$ cat src/design/ptec_pkg.sv
// Purpose: Constants and field layouts for the power and timer/interrupt control block.
// Assumes: Classic Wishbone slave, 32-bit data, byte addresses, one register per word.
// Notes:   Only the low byte of each register is used; upper bits read as zero.
package ptec_pkg;

  ////////////////////////////////////////////////////////////////////////////////
  localparam int          ADDR_W          = 8;
  localparam int          DATA_W          = 32;
  localparam logic [7:0]  OFF_TIMER_CTRL  = 8'h88;
  localparam logic [7:0]  OFF_POWER_CTRL  = 8'h8c;
  localparam logic [7:0]  OFF_IRQ_STATUS  = 8'h90;
  localparam logic [7:0]  OFF_IRQ_MASK    = 8'h94;

  ////////////////////////////////////////////////////////////////////////////////
  localparam int          PC_BAUD_DOUBLE  = 7;
  localparam int          PC_VIEW_SEL     = 6;
  localparam int          PC_COLD_BOOT    = 4;
  localparam int          PC_SCRATCH1     = 3;
  localparam int          PC_SCRATCH0     = 2;
  localparam int          PC_DEEP_SLEEP   = 1;
  localparam int          PC_CPU_SLEEP    = 0;
  localparam logic [7:0]  PC_RESET        = 8'h00;
  localparam logic [7:0]  TC_RESET        = 8'h00;

  ////////////////////////////////////////////////////////////////////////////////
  localparam int          EV_W            = 5;
  localparam int          EV_T0_OVF       = 0;
  localparam int          EV_T1_OVF       = 1;
  localparam int          EV_EXT0_EDGE    = 2;
  localparam int          EV_EXT1_EDGE    = 3;
  localparam int          EV_WAKE         = 4;
  localparam logic [4:0]  EV_RESET        = 5'h00;

  // Interrupt acknowledge lanes from the vectoring logic.
  localparam int          ACK_EXT0        = 0;
  localparam int          ACK_T0          = 1;
  localparam int          ACK_EXT1        = 2;
  localparam int          ACK_T1          = 3;

  ////////////////////////////////////////////////////////////////////////////////
  typedef struct packed {
    logic baud_double;
    logic framing_flag_view_select;
    logic reserved5;
    logic cold_boot_flag;
    logic scratch_flag1;
    logic scratch_flag0;
    logic deep_sleep_request;
    logic cpu_only_sleep_request;
  } ptec_power_t;

  typedef struct packed {
    logic timer1_overflow_flag;
    logic timer1_run;
    logic timer0_overflow_flag;
    logic timer0_run;
    logic ext_irq1_flag;
    logic ext_irq1_type;
    logic ext_irq0_flag;
    logic ext_irq0_type;
  } ptec_timer_t;

endpackage

$ cat src/design/ptec_ctrl.sv
// Purpose: Power control and timer/external interrupt control registers with a Wishbone slave.
// Assumes: All inputs synchronous to clk_i except the interrupt pins, which are synchronised.
// Notes:   The block itself always runs on clk_i; the clock stop outputs gate other logic.
`timescale 1ns/100ps

// Functional notes
// - View select steers the serial top bit to the mode bit when 0, to the framing flag when 1.
// - The cold boot flag is set by power-on reset and keeps its value through any other reset.
// - The two scratch flags are plain read/write bits with no side effect.
// - Setting deep sleep stops the CPU clock and all peripheral clocks.
// - A wake-up clears the deep sleep bit so the waking interrupt is served and execution resumes.
// - Both sleep bits written together give deep sleep, and no CPU-only sleep after wake.
// - Setting CPU-only sleep stops the CPU clock while peripherals keep running.
// - A wake-up clears the CPU-only sleep bit so the waking interrupt is served.
// - The timer 1 overflow flag is set on overflow, cleared on its acknowledge, and writable.
// - The timer 1 run bit enables counting when 1 and holds the count when 0.
// - The timer 0 overflow flag is set on overflow, cleared on its acknowledge, and writable.
// - The timer 0 run bit enables counting when 1 and holds the count when 0.
// - In edge mode each external flag is set on a falling pin edge and held until cleared.
// - In level mode each external flag shows the inverted pin level and ignores writes.
// - Each type bit selects low-level triggering when 0 and falling-edge triggering when 1.
module ptec_ctrl (
  // Clock, reset and enable
  input  wire logic                            clk_i,
  input  wire logic                            rst_i,
  input  wire logic                            por_i,
  input  wire logic                            ce_i,
  // Wishbone slave
  input  wire logic                            wb_cyc_i,
  input  wire logic                            wb_stb_i,
  input  wire logic                            wb_we_i,
  input  wire logic [ptec_pkg::ADDR_W-1:0]     wb_adr_i,
  input  wire logic [3:0]                      wb_sel_i,
  input  wire logic [ptec_pkg::DATA_W-1:0]     wb_dat_i,
  output logic      [ptec_pkg::DATA_W-1:0]     wb_dat_o,
  output logic                                 wb_ack_o,
  // Sleep control and baud rate doubling
  input  wire logic                            wake_i,
  output logic                                 cpu_clk_stop_o,
  output logic                                 periph_clk_stop_o,
  output logic                                 baud_double_o,
  // Serial control top bit view
  input  wire logic                            uart_mode_bit_high_i,
  input  wire logic                            uart_framing_err_flag_i,
  input  wire logic                            uart_top_wr_i,
  input  wire logic                            uart_top_wdata_i,
  output logic                                 uart_top_rdata_o,
  output logic                                 uart_mode_wr_o,
  output logic                                 uart_framing_wr_o,
  output logic                                 uart_top_wdata_o,
  // Timers and external interrupts
  input  wire logic                            timer0_ovf_i,
  input  wire logic                            timer1_ovf_i,
  input  wire logic                            ext_irq0_pin_i,
  input  wire logic                            ext_irq1_pin_i,
  input  wire logic [3:0]                      irq_ack_i,
  output logic                                 timer0_run_o,
  output logic                                 timer1_run_o,
  output logic [3:0]                           irq_req_o,
  // Summary interrupt
  output logic                                 irq_o
);

  ////////////////////////////////////////////////////////////////////////////////
  ptec_pkg::ptec_power_t              power_ff;
  ptec_pkg::ptec_power_t              nxt_power;
  ptec_pkg::ptec_timer_t              timer_ff;
  ptec_pkg::ptec_timer_t              nxt_timer;
  logic [ptec_pkg::EV_W-1:0]          status_ff;
  logic [ptec_pkg::EV_W-1:0]          mask_ff;
  logic [ptec_pkg::EV_W-1:0]          events;
  logic [1:0]                         pin0_sync_ff;
  logic [1:0]                         pin1_sync_ff;
  logic                               pin0_prev_ff;
  logic                               pin1_prev_ff;
  logic                               fall0;
  logic                               fall1;
  logic                               bus_req;
  logic                               bus_wr;
  logic [7:0]                         wbyte;
  logic                               sleeping;

  function automatic logic hit(input logic [ptec_pkg::ADDR_W-1:0] adr,
                               input logic [7:0] off);
    hit = (adr[7:2] == off[7:2]);
  endfunction

  // One edge-mode flag: the hardware set wins over any clear in the same cycle.
  function automatic logic edge_flag(input logic cur, input logic set, input logic clr,
                                     input logic wr, input logic wval);
    if (set) begin
      edge_flag = 1'b1;
    end else if (clr) begin
      edge_flag = 1'b0;
    end else if (wr) begin
      edge_flag = wval;
    end else begin
      edge_flag = cur;
    end
  endfunction

  ////////////////////////////////////////////////////////////////////////////////
  // A request is served in the cycle after it appears; ack then drops for one cycle.
  assign bus_req  = wb_cyc_i & wb_stb_i & ~wb_ack_o;
  assign bus_wr   = bus_req & wb_we_i & wb_sel_i[0];
  assign wbyte    = wb_dat_i[7:0];
  assign sleeping = power_ff.deep_sleep_request | power_ff.cpu_only_sleep_request;

  assign fall0 = pin0_prev_ff & ~pin0_sync_ff[1];
  assign fall1 = pin1_prev_ff & ~pin1_sync_ff[1];

  assign events[ptec_pkg::EV_T0_OVF]    = timer0_ovf_i;
  assign events[ptec_pkg::EV_T1_OVF]    = timer1_ovf_i;
  assign events[ptec_pkg::EV_EXT0_EDGE] = fall0;
  assign events[ptec_pkg::EV_EXT1_EDGE] = fall1;
  assign events[ptec_pkg::EV_WAKE]      = wake_i & sleeping;

  always_ff @(posedge clk_i) begin
    if (rst_i) begin
      wb_ack_o <= 1'b0;
    end else if (ce_i) begin
      wb_ack_o <= bus_req;
    end
  end

  always_ff @(posedge clk_i) begin
    if (rst_i) begin
      wb_dat_o <= '0;
    end else if (ce_i) begin
      wb_dat_o <= '0;
      if (bus_req && !wb_we_i) begin
        if (hit(wb_adr_i, ptec_pkg::OFF_TIMER_CTRL)) begin
          wb_dat_o[7:0] <= timer_ff;
        end else if (hit(wb_adr_i, ptec_pkg::OFF_POWER_CTRL)) begin
          wb_dat_o[7:0] <= power_ff;
        end else if (hit(wb_adr_i, ptec_pkg::OFF_IRQ_STATUS)) begin
          wb_dat_o[ptec_pkg::EV_W-1:0] <= status_ff;
        end else if (hit(wb_adr_i, ptec_pkg::OFF_IRQ_MASK)) begin
          wb_dat_o[ptec_pkg::EV_W-1:0] <= mask_ff;
        end
      end
    end
  end

  ////////////////////////////////////////////////////////////////////////////////
  always_comb begin
    nxt_power = power_ff;
    if (bus_wr && hit(wb_adr_i, ptec_pkg::OFF_POWER_CTRL)) begin
      nxt_power = wbyte;
      nxt_power.reserved5 = 1'b0;
    end
    if (wake_i && sleeping) begin
      nxt_power.deep_sleep_request     = 1'b0;
      nxt_power.cpu_only_sleep_request = 1'b0;
    end
  end

  // cold boot flag
  // Of the two resets only the power-on reset touches the cold boot flag; a plain reset leaves it alone.
  always_ff @(posedge clk_i) begin
    if (por_i) begin
      power_ff                <= ptec_pkg::PC_RESET;
      power_ff.cold_boot_flag <= 1'b1;
    end else if (rst_i) begin
      power_ff                <= {ptec_pkg::PC_RESET[7:5], power_ff.cold_boot_flag,
                                  ptec_pkg::PC_RESET[3:0]};
    end else if (ce_i) begin
      power_ff <= nxt_power;
    end
  end

  always_ff @(posedge clk_i) begin
    if (rst_i || por_i) begin
      cpu_clk_stop_o    <= 1'b0;
      periph_clk_stop_o <= 1'b0;
      baud_double_o     <= 1'b0;
    end else if (ce_i) begin
      cpu_clk_stop_o    <= nxt_power.deep_sleep_request | nxt_power.cpu_only_sleep_request;
      periph_clk_stop_o <= nxt_power.deep_sleep_request;
      baud_double_o     <= nxt_power.baud_double;
    end
  end

  always_ff @(posedge clk_i) begin
    if (rst_i || por_i) begin
      uart_top_rdata_o  <= 1'b0;
      uart_mode_wr_o    <= 1'b0;
      uart_framing_wr_o <= 1'b0;
      uart_top_wdata_o  <= 1'b0;
    end else if (ce_i) begin
      uart_top_rdata_o  <= power_ff.framing_flag_view_select ? uart_framing_err_flag_i
                                                             : uart_mode_bit_high_i;
      uart_mode_wr_o    <= uart_top_wr_i & ~power_ff.framing_flag_view_select;
      uart_framing_wr_o <= uart_top_wr_i & power_ff.framing_flag_view_select;
      uart_top_wdata_o  <= uart_top_wdata_i;
    end
  end

  ////////////////////////////////////////////////////////////////////////////////
  // pin synchronisers
  // The first stage feeds only the second; the edge compare looks at later stages.
  always_ff @(posedge clk_i) begin
    if (rst_i) begin
      pin0_sync_ff <= 2'h3;
      pin1_sync_ff <= 2'h3;
      pin0_prev_ff <= 1'b1;
      pin1_prev_ff <= 1'b1;
    end else if (ce_i) begin
      pin0_sync_ff <= {pin0_sync_ff[0], ext_irq0_pin_i};
      pin1_sync_ff <= {pin1_sync_ff[0], ext_irq1_pin_i};
      pin0_prev_ff <= pin0_sync_ff[1];
      pin1_prev_ff <= pin1_sync_ff[1];
    end
  end

  logic tc_wr;
  assign tc_wr = bus_wr & hit(wb_adr_i, ptec_pkg::OFF_TIMER_CTRL);

  always_comb begin
    nxt_timer = timer_ff;
    if (tc_wr) begin
      nxt_timer.timer1_run    = wbyte[6];
      nxt_timer.timer0_run    = wbyte[4];
      nxt_timer.ext_irq1_type = wbyte[2];
      nxt_timer.ext_irq0_type = wbyte[0];
    end
    nxt_timer.timer1_overflow_flag = edge_flag(timer_ff.timer1_overflow_flag, timer1_ovf_i,
                                               irq_ack_i[ptec_pkg::ACK_T1], tc_wr, wbyte[7]);
    nxt_timer.timer0_overflow_flag = edge_flag(timer_ff.timer0_overflow_flag, timer0_ovf_i,
                                               irq_ack_i[ptec_pkg::ACK_T0], tc_wr, wbyte[5]);
    if (timer_ff.ext_irq1_type) begin
      nxt_timer.ext_irq1_flag = edge_flag(timer_ff.ext_irq1_flag, fall1,
                                          irq_ack_i[ptec_pkg::ACK_EXT1], tc_wr, wbyte[3]);
    end else begin
      nxt_timer.ext_irq1_flag = ~pin1_sync_ff[1];
    end
    if (timer_ff.ext_irq0_type) begin
      nxt_timer.ext_irq0_flag = edge_flag(timer_ff.ext_irq0_flag, fall0,
                                          irq_ack_i[ptec_pkg::ACK_EXT0], tc_wr, wbyte[1]);
    end else begin
      nxt_timer.ext_irq0_flag = ~pin0_sync_ff[1];
    end
  end

  always_ff @(posedge clk_i) begin
    if (rst_i) begin
      timer_ff <= ptec_pkg::TC_RESET;
    end else if (ce_i) begin
      timer_ff <= nxt_timer;
    end
  end

  // Run bits leave as registered levels; the counters hold their bytes while low.
  always_ff @(posedge clk_i) begin
    if (rst_i) begin
      timer0_run_o <= 1'b0;
      timer1_run_o <= 1'b0;
      irq_req_o    <= 4'h0;
    end else if (ce_i) begin
      timer0_run_o <= nxt_timer.timer0_run;
      timer1_run_o <= nxt_timer.timer1_run;
      irq_req_o    <= {nxt_timer.timer1_overflow_flag, nxt_timer.ext_irq1_flag,
                       nxt_timer.timer0_overflow_flag, nxt_timer.ext_irq0_flag};
    end
  end

  ////////////////////////////////////////////////////////////////////////////////
  // Sticky status: an event in the clearing cycle survives the write-one clear.
  always_ff @(posedge clk_i) begin
    if (rst_i) begin
      status_ff <= ptec_pkg::EV_RESET;
    end else if (ce_i) begin
      if (bus_wr && hit(wb_adr_i, ptec_pkg::OFF_IRQ_STATUS)) begin
        status_ff <= (status_ff & ~wbyte[ptec_pkg::EV_W-1:0]) | events;
      end else begin
        status_ff <= status_ff | events;
      end
    end
  end

  always_ff @(posedge clk_i) begin
    if (rst_i) begin
      mask_ff <= ptec_pkg::EV_RESET;
    end else if (ce_i && bus_wr && hit(wb_adr_i, ptec_pkg::OFF_IRQ_MASK)) begin
      mask_ff <= wbyte[ptec_pkg::EV_W-1:0];
    end
  end

  always_ff @(posedge clk_i) begin
    if (rst_i) begin
      irq_o <= 1'b0;
    end else if (ce_i) begin
      irq_o <= |(status_ff & mask_ff);
    end
  end

  ////////////////////////////////////////////////////////////////////////////////
  // The edge after a reset still shows the reset value, so it is left out.
  view_select_a: assert property (@(posedge clk_i) disable iff (rst_i || por_i)
    ce_i && $past(ce_i) && !$past(rst_i) && !$past(por_i)
      |-> uart_top_rdata_o == ($past(power_ff.framing_flag_view_select)
      ? $past(uart_framing_err_flag_i) : $past(uart_mode_bit_high_i)))
    else $error("Serial top bit view does not follow the select.");

  cold_boot_set_a: assert property (@(posedge clk_i)
    por_i |=> power_ff.cold_boot_flag)
    else $error("Cold boot flag not set by power-on reset.");

  scratch_store_a: assert property (@(posedge clk_i) disable iff (rst_i || por_i)
    ce_i && bus_wr && hit(wb_adr_i, ptec_pkg::OFF_POWER_CTRL)
      |=> power_ff.scratch_flag1 == $past(wbyte[3]) && power_ff.scratch_flag0 == $past(wbyte[2]))
    else $error("Scratch flags did not store the written value.");

  deep_stop_a: assert property (@(posedge clk_i) disable iff (rst_i || por_i)
    power_ff.deep_sleep_request |-> periph_clk_stop_o && cpu_clk_stop_o)
    else $error("Deep sleep did not stop all clocks.");

  wake_clear_a: assert property (@(posedge clk_i) disable iff (rst_i || por_i)
    ce_i && wake_i && power_ff.deep_sleep_request |=> !power_ff.deep_sleep_request
      ##0 !periph_clk_stop_o)
    else $error("Wake-up did not end deep sleep.");

  no_idle_after_a: assert property (@(posedge clk_i) disable iff (rst_i || por_i)
    ce_i && wake_i && power_ff.deep_sleep_request |=> !cpu_clk_stop_o)
    else $error("CPU-only sleep remained after deep sleep wake-up.");

  idle_only_a: assert property (@(posedge clk_i) disable iff (rst_i || por_i)
    power_ff.cpu_only_sleep_request && !power_ff.deep_sleep_request
      |-> cpu_clk_stop_o && !periph_clk_stop_o)
    else $error("CPU-only sleep gates the wrong clocks.");

  idle_wake_a: assert property (@(posedge clk_i) disable iff (rst_i || por_i)
    ce_i && wake_i && power_ff.cpu_only_sleep_request |=> !power_ff.cpu_only_sleep_request)
    else $error("Wake-up did not clear CPU-only sleep.");

  t1_flag_set_a: assert property (@(posedge clk_i) disable iff (rst_i)
    ce_i && timer1_ovf_i |=> timer_ff.timer1_overflow_flag ##0 irq_req_o[3])
    else $error("Timer 1 overflow flag not set.");

  t0_ack_clear_a: assert property (@(posedge clk_i) disable iff (rst_i)
    ce_i && irq_ack_i[ptec_pkg::ACK_T0] && !timer0_ovf_i |=> !timer_ff.timer0_overflow_flag)
    else $error("Timer 0 flag not cleared by acknowledge.");

  run_follow_a: assert property (@(posedge clk_i) disable iff (rst_i)
    timer1_run_o == timer_ff.timer1_run && timer0_run_o == timer_ff.timer0_run)
    else $error("Run outputs disagree with the run bits.");

  edge_set_a: assert property (@(posedge clk_i) disable iff (rst_i)
    ce_i && timer_ff.ext_irq0_type && fall0 |=> timer_ff.ext_irq0_flag)
    else $error("Falling edge did not set the edge flag.");

  level_follow_a: assert property (@(posedge clk_i) disable iff (rst_i)
    ce_i && !timer_ff.ext_irq1_type |=> timer_ff.ext_irq1_flag == !$past(pin1_sync_ff[1]))
    else $error("Level flag does not show the inverted pin.");

  irq_level_a: assert property (@(posedge clk_i) disable iff (rst_i)
    ce_i && $past(ce_i) |-> irq_o == |($past(status_ff) & $past(mask_ff)))
    else $error("Interrupt output does not follow masked status.");

endmodule

$ cat config.mk
export PLATFORM = sky130hd
export DESIGN_NAME = ptec_ctrl
export DESIGN_NICKNAME = d
export VERILOG_FILES = /design/src/design/ptec_pkg.sv /design/src/design/ptec_ctrl.sv
export SDC_FILE = /design/constraint.sdc
export NUM_CORES = 1
export LEC_CHECK = 0
export BUFFER_PORTS_ARGS = -buffer_cell sky130_fd_sc_hd__buf_2
export CAP_MARGIN = 0
export CORE_MARGIN = 1
export CORE_UTILIZATION = 46
export DETAILED_ROUTE_END_ITERATION = 12
export PLACE_DENSITY = 0.8
export SETUP_SLACK_MARGIN = 0.4
export SLEW_MARGIN = 25
export SYNTH_ARGS = -nofsm -noshare
export SYNTH_HDL_FRONTEND = slang
export SYNTH_SLANG_ARGS = --single-unit
$ cat constraint.sdc
create_clock -name clk_i -period 2.5 [get_ports clk_i]
set_clock_uncertainty 0.2 [all_clocks]
set_input_delay 0.125 -clock clk_i [delete_from_list [all_inputs] [get_ports clk_i]]
set_output_delay 0.125 -clock clk_i [all_outputs]
set_load 0.01 [all_outputs]
=== Word level (Yosys, flattened, before mapping) ===
Cells that the tools add are included.

* Register bits: 52
* Input port bits: 64
* Output and inout port bits: 47
* Logic and storage cells: 97

* Equality and inequality tests: 4
* Mux-type cells: 26
* Bitwise gates (word level): 22
* Reduce and logical (&&, ||, !) cells: 13

{| class="wikitable"
|+ Operators with widths
! operator !! count
|-
| equality test 6 bit (second input constant) || 4
|-
| two-way mux 8 bit || 3
|-
| two-way mux 5 bit || 4
|-
| two-way mux 1 bit || 17
|-
| AND 1 bit || 10
|-
| AND 5 bit || 2
|-
| bitwise OR 5 bit || 2
|-
| logical AND 1 bit || 6
|-
| NOT 1 bit || 5
|-
| NOT 5 bit || 1
|-
| OR reduction 5 bit || 1
|-
| AND reduction 2 bit || 2
|-
| two-way mux 3 bit || 1
|-
| AND reduction 3 bit || 1
|-
| two-way mux 2 bit || 1
|-
| bitwise OR 1 bit || 2
|-
| OR reduction 2 bit || 1
|-
| logical NOT 1 bit || 1
|-
| logical OR 1 bit || 1
|}

=== Logic depth before layout (Yosys ltp) ===
Gate-level depths: netlist of run 1.

* Depth after elaboration: 9
* Gate-level depth with buffers: 6
* Depth with buffers taken out: 5

=== Worst setup path after synthesis of run 1 ===
Ideal clock, no wire load.

* Path type: in2reg
* Start: in wb_adr_i[5] (netlist bit)
* End: reg irq_req_o[1]
* Library setup time: 0.095 ns
* Arrival time: 1.596 ns
* Data required time: 2.205 ns
* Setup slack: 0.609 ns
* Stages on the path: 5
* Path buffers: 0
* Cell sequence: or3b_4 -> nor3_1 -> nand2_2 -> mux2i_1 -> a221oi_1

* Word-level cells in the longest chain between the ends: 5

{| class="wikitable"
|+ RTL lines
! element !! line !! text
|-
| start: declaration || ptec_ctrl.sv:32 || <nowiki>input wire logic [ptec_pkg::ADDR_W-1:0] wb_adr_i,</nowiki>
|-
| equality test 6 bit || ptec_ctrl.sv:85 || <nowiki>hit = (adr[7:2] == off[7:2]);</nowiki>
|-
| AND 1 bit || ptec_ctrl.sv:217 || <nowiki>assign tc_wr = bus_wr & hit(wb_adr_i, ptec_pkg::OFF_TIMER_CTRL);</nowiki>
|-
| two-way mux 1 bit || ptec_ctrl.sv:95 || <nowiki>end else if (wr) begin</nowiki>
|-
| two-way mux 1 bit || ptec_ctrl.sv:93 || <nowiki>end else if (clr) begin</nowiki>
|-
| two-way mux 1 bit || ptec_ctrl.sv:91 || <nowiki>if (set) begin</nowiki>
|-
| end signal: assignment || ptec_ctrl.sv:262 || <nowiki>irq_req_o <= {nxt_timer.timer1_overflow_flag, nxt_timer.ext_irq1_flag,</nowiki>
|-
| end: declaration || ptec_ctrl.sv:59 || <nowiki>output logic [3:0] irq_req_o,</nowiki>
|}

No other way between the ends.
A chain may end at the register's enable or synchronous reset.

=== Worst setup path after layout of run 1 ===
* Start: reg wb_ack_o
* End: reg mask_ff[0] (netlist bit)

* Word-level cells in the longest chain between the ends: 6

{| class="wikitable"
|+ RTL lines
! element !! line !! text
|-
| start: declaration || ptec_ctrl.sv:36 || <nowiki>output logic wb_ack_o,</nowiki>
|-
| start signal: assignment || ptec_ctrl.sv:122 || <nowiki>wb_ack_o <= bus_req;</nowiki>
|-
| NOT 1 bit || ptec_ctrl.sv:104 || <nowiki>assign bus_req = wb_cyc_i & wb_stb_i & ~wb_ack_o;</nowiki>
|-
| AND 1 bit || ptec_ctrl.sv:104 ||
|-
| AND 1 bit (2 in a row) || ptec_ctrl.sv:105 || <nowiki>assign bus_wr = bus_req & wb_we_i & wb_sel_i[0];</nowiki>
|-
| logical AND 1 bit (2 in a row) || ptec_ctrl.sv:284 || <nowiki>end else if (ce_i && bus_wr && hit(wb_adr_i, ptec_pkg::OFF_IRQ_MASK)) begin</nowiki>
|-
| end signal: assignment || ptec_ctrl.sv:283 || <nowiki>mask_ff <= ptec_pkg::EV_RESET;</nowiki>
|-
| end signal: assignment || ptec_ctrl.sv:285 || <nowiki>mask_ff <= wbyte[ptec_pkg::EV_W-1:0];</nowiki>
|-
| end: declaration || ptec_ctrl.sv:70 || <nowiki>logic [ptec_pkg::EV_W-1:0] mask_ff;</nowiki>
|}

No other way between the ends.

==> results.cfg, run 1 <==
[power_and_ir_drop]
peakVddDrop_uv = 420
p_leak_uw = 0.00126
power_density_nw_per_um2 = 500

[logic_synthesis]
synth_cell_types = 44
avgSynthCellArea_um2 = 8.59
yosys_warnings = 0
synth_area_um2 = 2290
synth_area_leaders = dfxtp_1 40%, buf_4 9.2%, mux2i_1 7.4%
synth_seq_area_share_pct = 40.2
synth_ff_type = dfxtp_1
synthCells = 267
ys_ff_latch = 46
synth_top_cell_area_share_pct = 40.2
synth_largest_area_cell = dfxtp_1
async_flop_share_pct = 0
synth_edf_count = 0

[global_route]
grt_pass1_wl_um = 9310
antenna_found_initial = 0
grt.total_usage_pct = 23.4
grt_pass1_vias = 1948
grt_max_degree = 37
overflow = 0

[worst_setup_path]
critical_path_class = flip-flop to flip-flop
end_kind = flip-flop
worst-endpoint-required_ns = 2.47
startpoint_type = flip-flop
arrival_ns = 1.92
crit_path_max_fanout = 5

[detailed_routing]
remaining_drc_errors = 0
vias = 2151
viasPerCell = 5.26
firstDrtPassIters = 4
wl_um = 5870
drtIter0Drc = 178
wl_per_cell_um = 14.3
detail-route-antenna-nets = 0

[sta]
tns_ns = 0
fmax_mhz = 511
setup_violations = 0
period_share_pct = 78.2
rsz0062_at_grt = false
worstMarginPinSlew_ns = 0.633
slew_viol_final = 0
slew_headroom_pct = 57.8
final_hold_viol_count = 0
period_minus_slack_ns = 1.96
hold_ws_ns = 0.0285

[floorplanning]
die_h_um = 72.6
start_util_pct = 48.2
die_w_um = 72.6
core_um2 = 4750
dieArea_um2 = 5270
rows = 25
ioPinCount = 111

[clocking]
root_buffer = clkbuf_8
cts_tree = built
cts.htree.levels = 2
cts.path.max_buffers = 2
clk_latency_ns = 0.30
clkSinkCount = 46
cts_setup_buffers = 0
cts_buffers = 5
clk_pin_slew_ns = 0.09

[placement]
dp_hpwl_um = 3980
place.port_buffers = 57
gp_congestion = 0.898
postPlaceCellArea_um2 = 2530

[status]
status = complete, no violations

[final_layout]
diodes = 0
fin_area_um2 = 2850
area_delta_synth_final_pct = 24.1
final_net_count = 405
drive_above_1_share_pct = 24.9

[worst_hold_path]
hold_class = input pin to flip-flop

[run]
cap_violations = 0
==> layout make-up <==
cell class,count,area [um2]
inverters,6,22.5
multi-input cells,199,1190
clock buffers,7,86.3
fillers,429,1910
repair buffers,83,533
well taps,67,83.8
clock inverters,1,5.00
flip-flops and latches,46,921
==> what timing repair did <==
| item | CTS | global route |
|---|---|---|
| hold endpoints to repair | 29 | 0 |
| endpoints found under the setup margin | 0 | 2 |
| hold buffers | 21 | 0 |
| gates resized for setup | 0 | 2 |
==> metrics by stage <==
stage / power [uW] / utilization [%] / std cells / setup WS [ns]
after floorplan: 904 / - / 290 / 0.609
after global placement: 929 / 53.3 / 380 / 0.404
after detailed placement: 933 / 53.3 / 380 / 0.367
after CTS: 1420 / 59.6 / 409 / 0.539
after global routing: 1480 / 59.8 / 409 / 0.407
final: 1420 / 59.8 / 409 / 0.545
==> logic make-up (layout without fill, tap and decap cells) <==
kind of cell | Yosys count | count (layout) | synth area share, %
AND/OR/NAND/NOR | 94 | 94 | 21.3
AO/OA/AOI/OAI | 62 | 62 | 17.9
flip-flops | 46 | 46 | 40.2
buffers and inverters | 45 | 97 | 12.0
multiplexers | 19 | 19 | 8.41
other | 1 | 24 | 0.164
==> state kept, by name (all words and copies together), names as in the netlist, 2 cells and up <==
| register | count |
|---|---|
| status_ff | 5 |
| wb_dat_o | 8 |
| timer_ff | 3 |
| power_ff | 7 |
| pin0_sync_ff | 2 |
| irq_req_o | 3 |
| pin1_sync_ff | 2 |
| mask_ff | 5 |
==> cell usage after synthesis, types with 2 or more instances <==
library cell / number
buf_4: 28
nor2_1: 21
nand3_1: 14
a22oi_1: 2
nor2b_1: 10
a32oi_1: 2
nor2_2: 2
mux2_2: 2
or2_2: 5
a21oi_1: 18
buf_1: 2
nor3_1: 2
a311oi_1: 4
nand2_1: 21
o21ai_0: 14
dfxtp_1: 46
mux2i_1: 17
a221oi_1: 6
o21a_1: 2
inv_1: 6
nand2b_1: 3
and2_1: 2
o21ai_1: 2
clkbuf_1: 8
nand3b_1: 4
a211o_1: 5
or3_4: 2
==> final timing paths <==
kind                            cells past startpoint         from           end  slack, ns
worst max-delay path                                6     wb_ack_o    mask_ff[0]       0.54
worst min-delay path                                4       wake_i  status_ff[4]       0.03
worst max register to register                      6     wb_ack_o    mask_ff[0]       0.54
worst min register to register                      2  wb_dat_o[4]   wb_dat_o[4]       0.25
==> per-layer routing <==
metal / GRT usage (%) / vias up / wire length, um
met4: 8.93 / 0 / 68
met5: 0 / - / 0
li1: - / 1039 / -
met1: 29.4 / 1008 / 2560
met3: 5.94 / 7 / 424
met2: 38.6 / 97 / 2810
==> critical path: stages (launching register included) <==
cell and delay [ns]:
dfxtp_1 0.33, nand4b_1 0.28, nor2_2 0.29, buf_4 0.19, nand3_1 0.25, mux2i_1 0.23
nor2_1 0.05
==> cells in the final DEF (no fill, tap or decap), types with 2 or more instances in the layout <==
cell type / count
o21a_1: 2
nand2_1: 21
mux2_2: 2
a311oi_1: 4
dlygate4sd3_1: 21
nand2b_1: 3
mux2i_1: 17
nor2_2: 2
a22oi_1: 2
dfxtp_1: 46
buf_2: 57
a211o_1: 5
a221oi_1: 6
o21ai_1: 2
conb_1: 24
clkbuf_8: 6
a32oi_1: 2
nor2_1: 21
or2_2: 5
nand3_1: 13
nor3_1: 2
nor2b_1: 10
a21oi_1: 18
o21ai_0: 14
buf_4: 5
inv_1: 6
or3_4: 2
nand3b_1: 4
and2_1: 2
==> power breakdown <==
part | leakage (uW) | switching [uW] | internal, uW | total, uW
combinational | 0.000837 | 103 | 79.9 | 182
clock | 0.0000482 | 251 | 223 | 475
sequential | 0.000374 | 13.9 | 750 | 764
(Power assumes the default switching activity.)
==> inputs of run 2 (changes only) <==
--- a/config.mk
+++ b/config.mk
@@ -8,9 +8,9 @@
 export BUFFER_PORTS_ARGS = -buffer_cell sky130_fd_sc_hd__buf_2
 export CAP_MARGIN = 0
 export CORE_MARGIN = 1
-export CORE_UTILIZATION = 46
+export CORE_UTILIZATION = 42
 export DETAILED_ROUTE_END_ITERATION = 12
-export PLACE_DENSITY = 0.8
+export PLACE_DENSITY = 0.77
 export SETUP_SLACK_MARGIN = 0.4
 export SLEW_MARGIN = 25
 export SYNTH_ARGS = -nofsm -noshare
==> constraint.sdc (replaced) <==
create_clock -name clk_i -period 1.6 [get_ports clk_i]
set_clock_uncertainty 0.2 [all_clocks]
set_input_delay 0.08 -clock clk_i [delete_from_list [all_inputs] [get_ports clk_i]]
set_output_delay 0.08 -clock clk_i [all_outputs]
set_load 0.01 [all_outputs]
==> run 2 against run 1 <==
The run now ends with negative hold slack, negative setup slack left. Flip-flop and latch count is the same. Core utilization grew 2.2 points. Non-clock buffer count grew 24. First-iteration DRC count grew 28%. Sequential share of layout area shrank 3.5 points. Critical path depth grew 2. Die area grew 9.3%. Final cell count grew 6.6%. Critical path type unchanged.
==> results.cfg, run 2 (synthesized netlist as in run 1, its figures left out) <==
[status]
status = complete, but fails checks
violations = negative hold slack, negative setup slack

[worst_setup_path]
r2r_start = wb_ack_o
reg2regPathDepth = 8
crit_slowest_cell = dfxtp_2
path_cells = buf_6 -> nand4b_1 -> nor2_4 -> buf_12 -> buf_6 -> nand3_4 -> mux2i_1 -> nor2_1
crit_path_start = wb_ack_o
cpLargestDelayFamily = simple AND/OR/NAND/NOR gates
arrival_ns = 1.75
cp_common_cell = buf_6
crit_path_max_fanout = 6
critical_path_class = flip-flop to flip-flop
path_buf_inv = 3
path_depth = 8
startpoint_type = flip-flop
worst-endpoint-required_ns = 1.60
cpPeakStageDelay_ns = 0.34
end_kind = flip-flop

[detailed_routing]
remaining_drc_errors = 0
detail-route-antenna-nets = 0
wl_um = 6280
firstDrtPassIters = 5
viasPerCell = 5.19
drtIter0Drc = 228
vias = 2264
wl_per_cell_um = 14.4

[final_layout]
largest_reg_flops = 8
final_common_cell = buf_2
drive_above_1_share_pct = 33.3
area_delta_synth_final_pct = 39.9
diodes = 0
final_net_count = 429
reg.largest.list = wb_dat_o: 8 flops, power_ff: 7 flops
layout_common_cells = 56 x buf_2, 43 x dfxtp_1, 25 x dlygate4sd3_1
final_util_pct = 62.0
regMostFlops = wb_dat_o

[floorplanning]
dieArea_um2 = 5760
ioPinCount = 111
start_util_pct = 44.3
core_um2 = 5170
die_w_um = 75.9
die_h_um = 75.9
rows = 26

[sta]
slew_viol_final = 0
period_minus_slack_ns = 1.75
period_share_pct = 109
setup_violations = 30
fmax_mhz = 572
hold_ws_ns = -0.0235
worst_slack_ns = -0.147
final_hold_viol_count = 1
rsz0062_at_grt = true

[placement]
gp_congestion = 0.944
place_ws_ns = -0.363
place.port_buffers = 57
dp_hpwl_um = 4240

[power_and_ir_drop]
peakVddDrop_uv = 624
power_density_nw_per_um2 = 752
p_sw_share_pct = 25.4
pwr-share-clk_pct = 36.5
switching_power_uw = 614
pwr-share-comb_pct = 13.9
p_leak_uw = 0.00144
p_int_uw = 1800
seqPwrFrac_pct = 49.5
total_power_uw = 2410

[global_route]
antenna_found_initial = 0
overflow = 0
grt.total_usage_pct = 22.6
grt_pass1_vias = 1983
grt_pass1_wl_um = 9530
grt_max_degree = 35

[run]
cap_violations = 0

[clocking]
cts_tree = built
cts_buffers = 5
cts.path.max_buffers = 2
clkSinkCount = 46
root_buffer = clkbuf_8
clk_pin_slew_ns = 0.09
cts.htree.levels = 2
clk_latency_ns = 0.30

[worst_hold_path]
hold_class = input pin to flip-flop
hp-start = wake_i
min_path_cells = 4
-- run 2: cell types whose count changed in the layout (fill, tap and decap cells not counted), moves of 4 or more --
cell           before  now
o21ai_0            14    5
buf_4               5   18
nand2_1            21   17
o21ai_1             2   11
buf_6               0    6
dlygate4sd3_1      21   25
-- run 2: power groups by stage --
stage / logic (uW) / registers (uW) / clock network (uW)
after global placement: 257 / 1220 / 0
final: 336 / 1190 / 881
after detailed placement: 261 / 1220 / 0
after global routing: 366 / 1200 / 935
after floorplan: 202 / 1220 / 0
after CTS: 320 / 1190 / 890
-- run 2: worst reg2reg max path, delay by kind of cell (launching register included) --
kind / cells / cell delay [ns]
buffers and inverters: 3 / 0.35
and+or+nand+nor: 4 / 0.59
muxes: 1 / 0.18
DFF: 1 / 0.34
-- run 2: through the flow --
step | instance area [um2] | cells | setup TNS, ns
after CTS | 3110 | 433 | -3.02
after floorplan | 2420 | 290 | -0.726
final | 3210 | 436 | -2.41
after detailed placement | 2680 | 397 | -5.71
after global placement | 2680 | 397 | -5.32
after global routing | 3210 | 436 | -3.97
-- run 2: worst paths after layout --
path	endpoint	slack (ns)
setup / recovery	mask_ff[0]	-0.15
hold / removal	status_ff[4]	-0.02
setup reg to reg	mask_ff[0]	-0.15
hold reg to reg	wb_dat_o[4]	0.25
-- run 2: what timing repair did --
action / CTS / global route
endpoints found under the hold margin: 34 / 0
hold buffers: 25 / 0
setup endpoints to repair: 36 / 37
pin swaps: 15 / 13
setup buffers: 3 / 3
resized for setup: 16 / 15
-- run 2: final cells by class --
class / instances / area (um2)
clock buffer: 5 / 68.8
clock inverter: 3 / 43.8
fill: 426 / 1970
inverter: 6 / 22.5
multi-input combinational: 199 / 1290
sequential: 46 / 925
tap: 70 / 87.6
timing repair buffer: 107 / 768
-- run 2: metal layers --
| metal | track usage (%) | wire (um) |
|---|---|---|
| met5 | 0 | 0 |
| met2 | 37.8 | 3060 |
| met3 | 5.16 | 415 |
| met4 | 7.82 | 133 |
| met1 | 28.6 | 2670 |
